<file path="src/common/slope_cal_pkg.sv">
// Constants and carrier types for the slope calibration unit
// Summary of operation
// - Sample selected switch node with four comparators
// - Cycle covers rising and falling slope
// - Control write arms with new settings
// - Channel select binary names half-bridge directly
// - Four-bit precharge and delay instants, both slopes
// - Select 000 disables unit, reset default
// - Sampling starts at next routed edge
// - Done after rising and falling; store results
// - Ready reads zero until done, clears on read
// - Ready set only when both slopes valid
// - Slope calibration repeats until done, then holds until next control write
// - Rising precharge code from three thresholds
// - Rising delay code from three thresholds
// - Falling precharge code from three thresholds
// - Falling delay code from three thresholds
// - Ready bit 8, rise codes above fall
package slope_cal_pkg;
    localparam int NUM_CHANNELS = 6;
    localparam int SEL_W        = 3;
    localparam int TSEL_W       = 4;
    localparam int CTRL_W       = 11;
    localparam int RESULT_W     = 12;
    localparam int CMP_W        = 4;
    localparam int TICK_W       = 8;
    // Comparator thresholds, ascending: 5%, 15%, 85%, 95%
    localparam int CMP_5  = 0;
    localparam int CMP_15 = 1;
    localparam int CMP_85 = 2;
    localparam int CMP_95 = 3;
    localparam logic [SEL_W-1:0] SEL_OFF = 3'h0;
    localparam logic [TICK_W-1:0] TICKS_PER_STEP = 8'h04;
    localparam logic [CTRL_W-1:0] CTRL_RESET = 11'h000;
    localparam logic [1:0] CODE_0 = 2'h0;
    localparam logic [1:0] CODE_1 = 2'h1;
    localparam logic [1:0] CODE_2 = 2'h2;
    localparam logic [1:0] CODE_3 = 2'h3;
    // Control register layout: delay[10:7] precharge[6:3] select[2:0]
    typedef struct packed {
        logic [TSEL_W-1:0] delay_sample_time_sel;
        logic [TSEL_W-1:0] precharge_sample_time_sel;
        logic [SEL_W-1:0]  channel_sel;
    } slope_cal_control_t;
    // Result register layout
    typedef struct packed {
        logic [2:0] zero_top;
        logic       ready;
        logic [1:0] rise_delay_code;
        logic [1:0] rise_precharge_code;
        logic [1:0] fall_delay_code;
        logic [1:0] fall_precharge_code;
    } slope_cal_result_t;
    typedef enum logic [0:0] {SLOPE_RISE, SLOPE_FALL} slope_t;
endpackage

</file>
<file path="src/hdl/slope_sample_timer.sv">
// Sample instant timer: pulses at precharge and delay instants after a start
module slope_sample_timer
#(
    parameter int TSEL_W = slope_cal_pkg::TSEL_W,
    parameter int TICK_W = slope_cal_pkg::TICK_W
)
(
    input  wire logic              clk,
    input  wire logic              reset,
    input  wire logic              start,
    input  wire logic              abort,
    input  wire logic [TSEL_W-1:0] pc_sel,
    input  wire logic [TSEL_W-1:0] dly_sel,
    output logic                   pc_hit,
    output logic                   dly_hit
);
    logic [TICK_W-1:0] prescale;
    logic [TSEL_W:0]   steps;
    logic              running;
    logic              step_en;

    assign step_en = running && (prescale == slope_cal_pkg::TICKS_PER_STEP - 8'h01);

    // Step prescaler gives one enable per sample-time step
    always_ff @(posedge clk)
    begin
        if (reset || start || abort || step_en)
            prescale <= '0;
        else if (running)
            prescale <= prescale + 8'h01;
    end

    // Steps count; precharge instant first, delay instant after it
    always_ff @(posedge clk)
    begin
        pc_hit  <= 1'b0;
        dly_hit <= 1'b0;
        if (reset || abort)
        begin
            running <= 1'b0;
            steps   <= '0;
        end
        else if (start)
        begin
            running <= 1'b1;
            steps   <= '0;
        end
        else if (step_en)
        begin
            steps <= steps + 5'h01;
            if (steps == {1'b0, pc_sel})
                pc_hit <= 1'b1;
            if (steps == {1'b0, pc_sel} + {1'b0, dly_sel} + 5'h01)
            begin
                dly_hit <= 1'b1;
                running <= 1'b0;
            end
        end
    end
endmodule

</file>
<file path="src/hdl/slope_calibration_unit.sv">
// Slope calibration unit: arms, samples switch node, encodes and reports results
module slope_calibration_unit
#(
    parameter int NUM_CHANNELS = slope_cal_pkg::NUM_CHANNELS,
    parameter int CMP_W        = slope_cal_pkg::CMP_W
)
(
    input  wire logic                                      clk,
    input  wire logic                                      reset,
    input  wire logic                                      control_write,
    input  wire logic [slope_cal_pkg::CTRL_W-1:0]          control_wdata,
    input  wire logic                                      result_read,
    input  wire logic [NUM_CHANNELS-1:0]                   pulse_width_input,
    input  wire logic [NUM_CHANNELS-1:0][CMP_W-1:0]        switch_node_cmp,
    output slope_cal_pkg::slope_cal_control_t              slope_cal_control,
    output slope_cal_pkg::slope_cal_result_t               slope_cal_result,
    output logic [NUM_CHANNELS-1:0]                        cmp_mux_sel
);
    typedef enum logic [2:0] {IDLE, WAIT_EDGE, SAMPLE, DONE} cal_state_t;

    cal_state_t        state;
    cal_state_t        next_state;
    logic [NUM_CHANNELS-1:0] pwm_prev;
    logic [NUM_CHANNELS-1:0] edge_hits;
    logic              sel_edge;
    logic              sel_level;
    logic              sel_valid;
    logic [CMP_W-1:0]  cmp_now;
    logic              slope_rise;
    logic              rise_done;
    logic              fall_done;
    logic              pc_hit;
    logic              dly_hit;
    logic              timer_start;
    logic              abort;
    logic [1:0]        rise_pc;
    logic [1:0]        rise_dly;
    logic [1:0]        fall_pc;
    logic [1:0]        fall_dly;
    logic              pc_seen;
    logic [CMP_W-1:0]  cmp_pc;
    logic              slope_end;
    logic              slope_ok;
    logic              cal_complete;
    logic [1:0]        new_pc_code;
    logic [1:0]        new_dly_code;

    // Thermometer level to rising precharge code
    function automatic logic [1:0] code_rise_pc(input logic [CMP_W-1:0] c);
        if (c[slope_cal_pkg::CMP_85])
            return slope_cal_pkg::CODE_3;
        else if (c[slope_cal_pkg::CMP_15])
            return slope_cal_pkg::CODE_2;
        else if (c[slope_cal_pkg::CMP_5])
            return slope_cal_pkg::CODE_1;
        return slope_cal_pkg::CODE_0;
    endfunction

    // Thermometer level to rising delay code
    function automatic logic [1:0] code_rise_dly(input logic [CMP_W-1:0] c);
        if (c[slope_cal_pkg::CMP_95])
            return slope_cal_pkg::CODE_3;
        else if (c[slope_cal_pkg::CMP_85])
            return slope_cal_pkg::CODE_2;
        else if (c[slope_cal_pkg::CMP_15])
            return slope_cal_pkg::CODE_1;
        return slope_cal_pkg::CODE_0;
    endfunction

    // Thermometer level to falling precharge code
    function automatic logic [1:0] code_fall_pc(input logic [CMP_W-1:0] c);
        if (!c[slope_cal_pkg::CMP_15])
            return slope_cal_pkg::CODE_3;
        else if (!c[slope_cal_pkg::CMP_85])
            return slope_cal_pkg::CODE_2;
        else if (!c[slope_cal_pkg::CMP_95])
            return slope_cal_pkg::CODE_1;
        return slope_cal_pkg::CODE_0;
    endfunction

    // Thermometer level to falling delay code
    function automatic logic [1:0] code_fall_dly(input logic [CMP_W-1:0] c);
        if (!c[slope_cal_pkg::CMP_5])
            return slope_cal_pkg::CODE_3;
        else if (!c[slope_cal_pkg::CMP_15])
            return slope_cal_pkg::CODE_2;
        else if (!c[slope_cal_pkg::CMP_85])
            return slope_cal_pkg::CODE_1;
        return slope_cal_pkg::CODE_0;
    endfunction

    // Comparator outputs are clean thresholds; valid only if monotonic
    function automatic logic cmp_ok(input logic [CMP_W-1:0] c);
        logic ok;
        ok = 1'b1;
        for (int i = 1; i < CMP_W; i++)
            if (c[i] && !c[i-1])
                ok = 1'b0;
        return ok;
    endfunction

    // Per-channel edge detect on the routed PWM inputs
    genvar ch;
    generate
        for (ch = 0; ch < NUM_CHANNELS; ch++)
        begin : g_edge
            assign edge_hits[ch] = pulse_width_input[ch] ^ pwm_prev[ch];
        end
    endgenerate

    // Channel n maps to input index n-1; zero and out-of-range are off
    assign sel_valid = (slope_cal_control.channel_sel != slope_cal_pkg::SEL_OFF) &&
                       (32'(slope_cal_control.channel_sel) <= NUM_CHANNELS);
    assign sel_edge  = sel_valid && edge_hits[slope_cal_control.channel_sel - 3'h1];
    assign sel_level = sel_valid && pulse_width_input[slope_cal_control.channel_sel - 3'h1];
    assign cmp_now   = sel_valid ? switch_node_cmp[slope_cal_control.channel_sel - 3'h1]
                                 : '0;
    assign abort     = control_write;
    assign timer_start = (state != DONE) && sel_edge && !control_write;

    // Slope outcome; a cycle completes only on clean samples of the last slope
    assign slope_end    = (state == SAMPLE) && dly_hit && !timer_start && !control_write;
    assign slope_ok     = pc_seen && cmp_ok(cmp_pc) && cmp_ok(cmp_now);
    assign cal_complete = slope_end && slope_ok && (slope_rise ? fall_done : rise_done);

    // Remember last PWM levels
    always_ff @(posedge clk)
    begin
        if (reset)
            pwm_prev <= '0;
        else
            pwm_prev <= pulse_width_input;
    end

    // Control register; reset leaves the unit off
    always_ff @(posedge clk)
    begin
        if (reset)
            slope_cal_control <= slope_cal_pkg::CTRL_RESET;
        else if (control_write)
            slope_cal_control <= control_wdata;
    end

    // Comparator mux select drive, one-hot to the analog multiplexer
    always_ff @(posedge clk)
    begin
        if (reset)
            cmp_mux_sel <= '0;
        else
        begin
            cmp_mux_sel <= '0;
            if (sel_valid)
                cmp_mux_sel[slope_cal_control.channel_sel - 3'h1] <= 1'b1;
        end
    end

    slope_sample_timer u_timer
    (
        .clk     (clk),
        .reset   (reset),
        .start   (timer_start),
        .abort   (abort),
        .pc_sel  (slope_cal_control.precharge_sample_time_sel),
        .dly_sel (slope_cal_control.delay_sample_time_sel),
        .pc_hit  (pc_hit),
        .dly_hit (dly_hit)
    );

    // Sequencer next state
    always_comb
    begin
        next_state = state;
        case (state)
            IDLE:
            begin
                if (timer_start)
                    next_state = SAMPLE;
                else if (sel_valid)
                    next_state = WAIT_EDGE;
            end
            WAIT_EDGE:
            begin
                if (timer_start)
                    next_state = SAMPLE;
            end
            SAMPLE:
            begin
                if (timer_start)
                    next_state = SAMPLE;
                else if (cal_complete)
                    next_state = DONE;
                else if (dly_hit)
                    next_state = WAIT_EDGE;
            end
            DONE:      next_state = DONE;
            default:   next_state = IDLE;
        endcase
        if (control_write)
            next_state = IDLE;
    end

    always_ff @(posedge clk)
    begin
        if (reset)
            state <= IDLE;
        else
            state <= next_state;
    end

    // Slope direction latched from the PWM level at the edge
    always_ff @(posedge clk)
    begin
        if (reset)
            slope_rise <= 1'b0;
        else if (timer_start)
            slope_rise <= sel_level;
    end

    // Precharge instant reached for the slope in flight
    always_ff @(posedge clk)
    begin
        if (reset || control_write || timer_start)
            pc_seen <= 1'b0;
        else if (pc_hit)
            pc_seen <= 1'b1;
    end

    // Comparator states held from the precharge instant
    always_ff @(posedge clk)
    begin
        if (reset || control_write || timer_start)
            cmp_pc <= '0;
        else if (pc_hit)
            cmp_pc <= cmp_now;
    end

    // Codes of the slope in flight, by its direction
    always_comb
    begin
        if (slope_rise)
        begin
            new_pc_code  = code_rise_pc(cmp_pc);
            new_dly_code = code_rise_dly(cmp_now);
        end
        else
        begin
            new_pc_code  = code_fall_pc(cmp_pc);
            new_dly_code = code_fall_dly(cmp_now);
        end
    end

    // Rising slope done; a bad comparator pattern leaves it pending for repeat
    always_ff @(posedge clk)
    begin
        if (reset || control_write)
            rise_done <= 1'b0;
        else if (slope_end && slope_ok && slope_rise)
            rise_done <= 1'b1;
    end

    // Falling slope done, same rule as the rising one
    always_ff @(posedge clk)
    begin
        if (reset || control_write)
            fall_done <= 1'b0;
        else if (slope_end && slope_ok && !slope_rise)
            fall_done <= 1'b1;
    end

    // Rising slope codes kept until the falling slope completes
    always_ff @(posedge clk)
    begin
        if (reset || control_write)
        begin
            rise_pc  <= '0;
            rise_dly <= '0;
        end
        else if (slope_end && slope_ok && slope_rise)
        begin
            rise_pc  <= new_pc_code;
            rise_dly <= new_dly_code;
        end
    end

    // Falling slope codes kept until the rising slope completes
    always_ff @(posedge clk)
    begin
        if (reset || control_write)
        begin
            fall_pc  <= '0;
            fall_dly <= '0;
        end
        else if (slope_end && slope_ok && !slope_rise)
        begin
            fall_pc  <= new_pc_code;
            fall_dly <= new_dly_code;
        end
    end

    // Result register and ready flag; completion wins over read-clear
    always_ff @(posedge clk)
    begin
        if (reset)
            slope_cal_result <= '0;
        else
        begin
            slope_cal_result.zero_top <= '0;
            if (state == SAMPLE && next_state == DONE)
            begin
                slope_cal_result.ready               <= 1'b1;
                slope_cal_result.rise_delay_code     <= slope_rise ? code_rise_dly(cmp_now)
                                                                   : rise_dly;
                slope_cal_result.rise_precharge_code <= slope_rise ? code_rise_pc(cmp_pc)
                                                                   : rise_pc;
                slope_cal_result.fall_delay_code     <= slope_rise ? fall_dly
                                                                   : code_fall_dly(cmp_now);
                slope_cal_result.fall_precharge_code <= slope_rise ? fall_pc
                                                                   : code_fall_pc(cmp_pc);
            end
            else if (result_read)
                slope_cal_result.ready <= 1'b0;
        end
    end
endmodule

</file>
<file path="config.mk">
export PLATFORM = sky130hd
export DESIGN_NAME = slope_calibration_unit
export DESIGN_NICKNAME = d
export VERILOG_FILES = /design/src/common/slope_cal_pkg.sv /design/src/hdl/slope_sample_timer.sv /design/src/hdl/slope_calibration_unit.sv
export SDC_FILE = /design/constraint.sdc
export NUM_CORES = 1
export LEC_CHECK = 0
export BUFFER_PORTS_ARGS = -buffer_cell sky130_fd_sc_hd__buf_2
export CAP_MARGIN = 10
export CORE_AREA = 5 5 105 107
export DETAILED_ROUTE_END_ITERATION = 8
export DIE_AREA = 0 0 110 112
export HOLD_SLACK_MARGIN = 0.08
export PLACE_DENSITY_LB_ADDON = 0.1
export SYNTH_ARGS = -nofsm -noshare
export SYNTH_HDL_FRONTEND = slang
export SYNTH_SLANG_ARGS = --single-unit
</file>
<file path="constraint.sdc">
create_clock -name clk -period 4 [get_ports clk]
set_input_delay 0.8 -clock clk [delete_from_list [all_inputs] [get_ports clk]]
set_output_delay 0.8 -clock clk [all_outputs]
set_load 0.02 [all_outputs]
</file>
==> results.toml, run 1 <==
[clock_network]
cts_made_buffers = 9
cts.sinks = 67
cts.path.max_buffers = 2
worstSkewPairLatency_ns = 0.34
cts.root.buffer_cell = "clkbuf_8"
post_cts_buffers = 0
cts.clk_slew.worst_paths_ns = 0.08
htree_num_levels = 3
cts_tree = "done"
cts_repair_resize_count = 0
cts_hold_repair.buffers = 0

[worst_setup_path]
crit_slowest_cell = "ha_1"
critPathLaunchType = "flop"
worstPathMaxFanout = 9
critPathCaptureType = "flop"
largest_delay_contributor_family_on_the_critical_path = "simple AND/OR/NAND/NOR gates"
timing.critical_path.required_ns = 4.23
critical_path.cell_chain = "inv_1 -> ha_1 -> inv_2 -> mux4_2 -> nor2_1 -> or3_1 -> o21ai_2 -> or3_1 -> mux2_4"
cpPeakStageDelay_ns = 0.51
critical_path_arrival_ns = 3.45
criticalPathCategory = "reg2reg"
crit_top_cell = "or3_1"
worstPathBufferInverterCount = 2

[layout]
area_delta_synth_final_pct = 18.4
n_antenna_cell = 0
ff_latch_area_um2 = 1340
num-fill-cells = 1053
fraction_of_final_layout_cells_sized_beyond_drive_strength_1_pct = 25.9
final_cell_area_um2 = 4030
num-nets-final = 486
multiInputGateArea_um2 = 1900

[die]
io_pins = 74
core_region_area_um2 = 10000
die_height_um = 112
floorplan_die_area_um2 = 12300
die_w_um = 110
start_util_pct = 33.9
fp-row-count = 37

[timing]
unrepaired_setup_endpoints_after_global_routing = "false"
finalClockSkew_ns = 0.00913
max_slew_headroom_at_the_worst_pin_pct = 43.8
final-max-slew-violation-count = 0
clock_period_minus_worst_slack_ns = 3.22
fmax_mhz = 311
worst-slew-pin-transition_ns = 0.822
totalNegativeSetupSlack_ns = 0
final-hold-violation-count = 0
min_period_over_period_pct = 80.5
finalSetupViolCount = 0

[status]
result_of_the_run = "finished clean"

[job]
timing.max_cap.violations = 0

[detailed_routing]
detail_route.wl_per_cell_um = 13.6
vias_per_cell = 4.76
drcViolationCount = 0
dr_total_vias = 2722
detail_route.iter0.violations = 89
antenna_violating_nets_post_route = 0
drt_wl_total_um = 7780
number_of_optimization_iterations_in_the_first_detailed_route_pass = 6

[hold_path]
min_path_type = "reg2reg"

[yosys]
synth_edf_count = 0
synth-warning-count = 0
yosys_register_bits = 67
synthTopCellsByCount = "dfxtp_1, nor2_1, mux2i_1"
share_of_async_settable_or_async_resettable_flops_after_synthesis_pct = 0
post-synth-top-area-cell = "dfxtp_1"
netlist-cell-type-count = 56
most_repeated_cell_in_the_gate_level_netlist_after_synthesis = "dfxtp_1"
syn-mean-instance-area_um2 = 9.27
synth.cell_area_um2 = 3400
yosysSeqAreaShare_pct = 39.4
synth_area_leaders = "dfxtp_1, mux2i_1, nor2_1"
synthCells = 367
share_of_the_synthesized_area_in_the_top_cell_type_pct = 39.4
most_frequently_used_flop_master_after_synthesis = "dfxtp_1"

[global_routing]
grt_overflow = 0
number_of_global_route_vias_before_repair = 2628
grt_max_degree = 33
first_pass_grt_wire_length_um = 12500
grt.total_usage_pct = 12.8
grt_antenna_before_repair = 0

[pwr]
vdd.ir_drop.worst_mv = 0.179
power-per-cell-area_nw_per_um2 = 369
p_leak_nw = 1.68
design_power_total_mw = 1.49

[placed_design]
detailedPlacementHpwl_um = 5810
place_congestion = 0.769
io_buffers = 70
detailed_place.area_um2 = 3830
## power breakdown
group | switching, mW | total [mW] | internal (mW)
Sequential | 0.0143 | 0.694 | 0.680
Clock | 0.276 | 0.581 | 0.305
Combinational | 0.122 | 0.211 | 0.0884
## layout by cell type (no fill, tap or decap), types with 5 or more instances in the layout
cell and instances:
nand4_1 5, xnor2_1 13, xor2_1 15, o21ai_0 7, nor2_1 39, mux2i_1 33, nand3_1 6, a31oi_1 9
o211ai_1 5, dfxtp_1 67, buf_2 70, nor3_1 14, nand2_1 27, ha_1 9, nor2b_1 11, mux2_2 6
clkbuf_8 10, a21oi_1 7, inv_1 11, nor4_1 10
## cells by family (layout without fill, tap and decap cells)
kind of cell             count (synthesis)  after routing  synth area share, %
buffers and inverters                   35            101                 5.15
AO/OA/AOI/OAI                           53             53                 11.1
multiplexers                            42             42                 13.2
AND/OR/NAND/NOR                        129            129                 18.6
other                                    1              4                0.110
XOR/XNOR                                30             30                 8.50
flip-flops                              67             67                 39.4
adder cells (fa/ha/maj)                 10             10                 3.90
## final cells by class
type,instances,area share [%]
timing repair buffer,73,9.26
sequential,67,33.3
clock buffer,10,3.42
tap,136,4.22
clock inverter,6,1.58
multi-input combinational,268,47.1
inverter,12,1.12
## per-stage QoR
stage / hold slack, ns / std cells / setup WS [ns] / util, %
after floorplan: 0.426 / 370 / 0.941 / -
after global placement: 0.446 / 556 / 0.855 / 38.1
after detailed placement: 0.450 / 556 / 0.774 / 38.1
after CTS: 0.464 / 572 / 0.747 / 40.1
after global routing: 0.474 / 572 / 0.562 / 40.1
final: 0.458 / 572 / 0.779 / 40.1
## worst reg2reg max path, delay by kind of cell (launching register included)
family	cells	cell delay, ns
AOI/OAI and AO/OA	1	0.32
adders and majority gates	1	0.51
buffers and inverters	2	0.29
DFF	1	0.33
muxes	2	0.70
and+or+nand+nor	3	0.97
## per-layer routing
metal / GRT usage [%] / share of wire (%) / vias to the layer above
met5: 0 / 0 / -
met4: 4.99 / 1.6 / 0
met3: 2.78 / 5.0 / 10
met2: 20.1 / 45 / 57
met1: 16.9 / 48 / 1242
li1: - / - / 1413
## state kept, by name, summed over array words and instances (netlist names), 3 cells and up
register / flops
pwm_prev: 6
u_timer.prescale: 8
slope_cal_result: 9
slope_cal_control: 11
cmp_pc: 4
cmp_mux_sel: 6
u_timer.steps: 5
state: 3
## final timing paths
check,startpoint,end,slack (ns),cells after the start
worst max-delay path,slope_cal_control[0],slope_cal_result[5],0.78,9
worst min-delay path,slope_cal_result[3],slope_cal_result[3],0.46,2
worst max register to register,slope_cal_control[0],slope_cal_result[5],0.78,9
worst min register to register,slope_cal_result[3],slope_cal_result[3],0.46,2
No activity file was read; power rests on OpenSTA's default activity.
==> run 2, diff against run 1 <==
==> constraint.sdc (replaced) <==
create_clock -name clk -period 2.85 [get_ports clk]
set_input_delay 0.57 -clock clk [delete_from_list [all_inputs] [get_ports clk]]
set_output_delay 0.57 -clock clk [all_outputs]
set_load 0.02 [all_outputs]
==> run 2 against run 1 <==
Effect of this change:
- utilization rose by 1.3 points
- non-clock buffer count up 17
- count of clock-buffer cells in the layout is 1 higher
- design area increased by 3.3%
- global-route usage grew 0.54 points
- register-to-register slack got worse by 0.63 ns
- routed wire length is 1.3% higher
- combinational power increased by 53%
- worst setup slack lost 0.63 ns
- highest routed layer unchanged
- cell count is 3.0% higher
==> results.toml, run 2 (same netlist as run 1, synthesis figures left out) <==
[clock_network]
cts_made_buffers = 9
cts.sinks = 67
cts.root.buffer_cell = "clkbuf_8"
cts.clk_slew.worst_paths_ns = 0.08
worstSkewPairLatency_ns = 0.33
cts.path.max_buffers = 2
cts_tree = "done"
htree_num_levels = 3

[timing]
fmax_mhz = 370
finalClockSkew_ns = 0.00560
max_slew_headroom_at_the_worst_pin_pct = 58.9
worst-slew-pin-transition_ns = 0.616
min_period_over_period_pct = 94.8
final-max-slew-violation-count = 0
finalSetupViolCount = 0
totalNegativeSetupSlack_ns = 0
clock_period_minus_worst_slack_ns = 2.70
final-hold-violation-count = 0
timing.final.ws_setup_ns = 0.150
unrepaired_setup_endpoints_after_global_routing = "false"

[layout]
final_core_utilization_pct = 41.4
largest_registers = "slope_cal_control (11), slope_cal_result (9), u_timer.prescale (8)"
largest_register_ffs = 11
area_delta_synth_final_pct = 22.3
fraction_of_final_layout_cells_sized_beyond_drive_strength_1_pct = 29.6
final_common_cell = "buf_2"
num-nets-final = 503
num-fill-cells = 1043
n_antenna_cell = 0
final_cell_area_um2 = 4160
most-common-layout-cells = "buf_2, dfxtp_1, nor2_1"
largest-register = "slope_cal_control"

[detailed_routing]
drcViolationCount = 0
dr_total_vias = 2737
drt_wl_total_um = 7880
detail_route.iter0.violations = 70
antenna_violating_nets_post_route = 0
vias_per_cell = 4.65
number_of_optimization_iterations_in_the_first_detailed_route_pass = 4
detail_route.wl_per_cell_um = 13.4

[worst_setup_path]
worstSetupStartpoint = "slope_cal_control[0]"
criticalPathCategory = "reg2reg"
critical_path_arrival_ns = 2.92
timing.critical_path.required_ns = 3.07
critPathCaptureType = "flop"
launch_instance_of_the_worst_register_to_register_path = "slope_cal_control[0]"
worstPathMaxFanout = 8
ff2ff_setup_slack_ns = 0.15
last_element_of_the_critical_path = "slope_cal_result[4]"
critPathLaunchType = "flop"
r2r-end = "slope_cal_result[4]"
ff_to_ff_path_depth = 9

[die]
floorplan_die_area_um2 = 12300
die_w_um = 110
fp-row-count = 37
start_util_pct = 33.9
die_height_um = 112
io_pins = 74
core_region_area_um2 = 10000

[global_routing]
grt_antenna_before_repair = 0
grt_max_degree = 33
grt_overflow = 0
number_of_global_route_vias_before_repair = 2701
first_pass_grt_wire_length_um = 13200
grt.total_usage_pct = 13.3

[pwr]
p_leak_nw = 1.75
vdd.ir_drop.worst_mv = 0.241
cell_internal_power_mw = 1.46
combPwrFrac_pct = 15.9
p_switching_uw = 569
clock_share_of_power_pct = 36.3
share_seq_of_total_power_pct = 47.8
power-per-cell-area_nw_per_um2 = 489
swShare_pct = 28.0

[placed_design]
detailedPlacementHpwl_um = 5960
post_place_setup_slack_ns = 0.134
io_buffers = 70
detailed_place.area_um2 = 3960
place_congestion = 0.747

[status]
result_of_the_run = "finished clean"

[job]
timing.max_cap.violations = 0

[hold_path]
min_path_type = "reg2reg"
## run 2: metrics by stage
step	total power, mW	std cells	hold WS, ns
2_1_floorplan	1.21	370	0.426
3_3_place_gp	1.32	573	0.445
4_1_cts	2.07	589	0.451
5_1_grt	2.16	589	0.459
6_report	2.03	589	0.455
3_5_place_dp	1.32	573	0.449
## run 2: worst min path at each step
stage                                   start                   end  slack, ns  cells after the start
after detailed placement  slope_cal_result[6]   slope_cal_result[6]       0.45                      2
after CTS                    control_wdata[9]  slope_cal_control[9]       0.45                      3
after floorplan                       pc_seen               pc_seen       0.43                      2
final                     slope_cal_result[6]   slope_cal_result[6]       0.45                      2
after global routing         control_wdata[9]  slope_cal_control[9]       0.46                      3
after global placement                pc_seen               pc_seen       0.45                      2
## run 2: layer usage
metal	track usage, %	wire (um)	vias to the layer above
met5	0	0	-
met4	3.24	87	0
met3	3.88	368	8
met2	21.0	3540	49
met1	17.9	3890	1233
li1	-	-	1447
## run 2: cell type report
class / instances / area [um^2] / share of cell area (%)
Inverter: 12 / 45.0 / 1.08
Clock buffer: 11 / 151 / 3.64
Tap cell: 136 / 170 / 4.09
Clock inverter: 5 / 36.3 / 0.872
Timing Repair Buffer: 90 / 500 / 12.0
Sequential cell: 67 / 1350 / 32.4
Multi-Input combinational cell: 268 / 1910 / 45.9
## run 2: power groups by stage
stage / Combinational (mW) / Sequential [mW] / Clock (mW)
detailed placement: 0.325 / 0.994 / 0
global route: 0.363 / 0.976 / 0.823
finish: 0.323 / 0.973 / 0.737
floorplan: 0.208 / 1.00 / 0
CTS: 0.325 / 0.972 / 0.773
global placement: 0.321 / 0.995 / 0
## run 2: critical path, cell delays in order, from the launching register on
cell,delay [ns]
dfxtp_4,0.35
inv_2,0.07
ha_2,0.28
xor2_4,0.28
nor2_2,0.09
a221o_1,0.39
a21oi_2,0.19
o21ai_2,0.08
or3_1,0.50
mux2_4,0.35
## run 2: what timing repair did
action,4_1_cts,5_1_grt
gates resized for setup,0,2
hold buffers,0,0
setup buffers,0,0
endpoints found under the setup margin,0,4
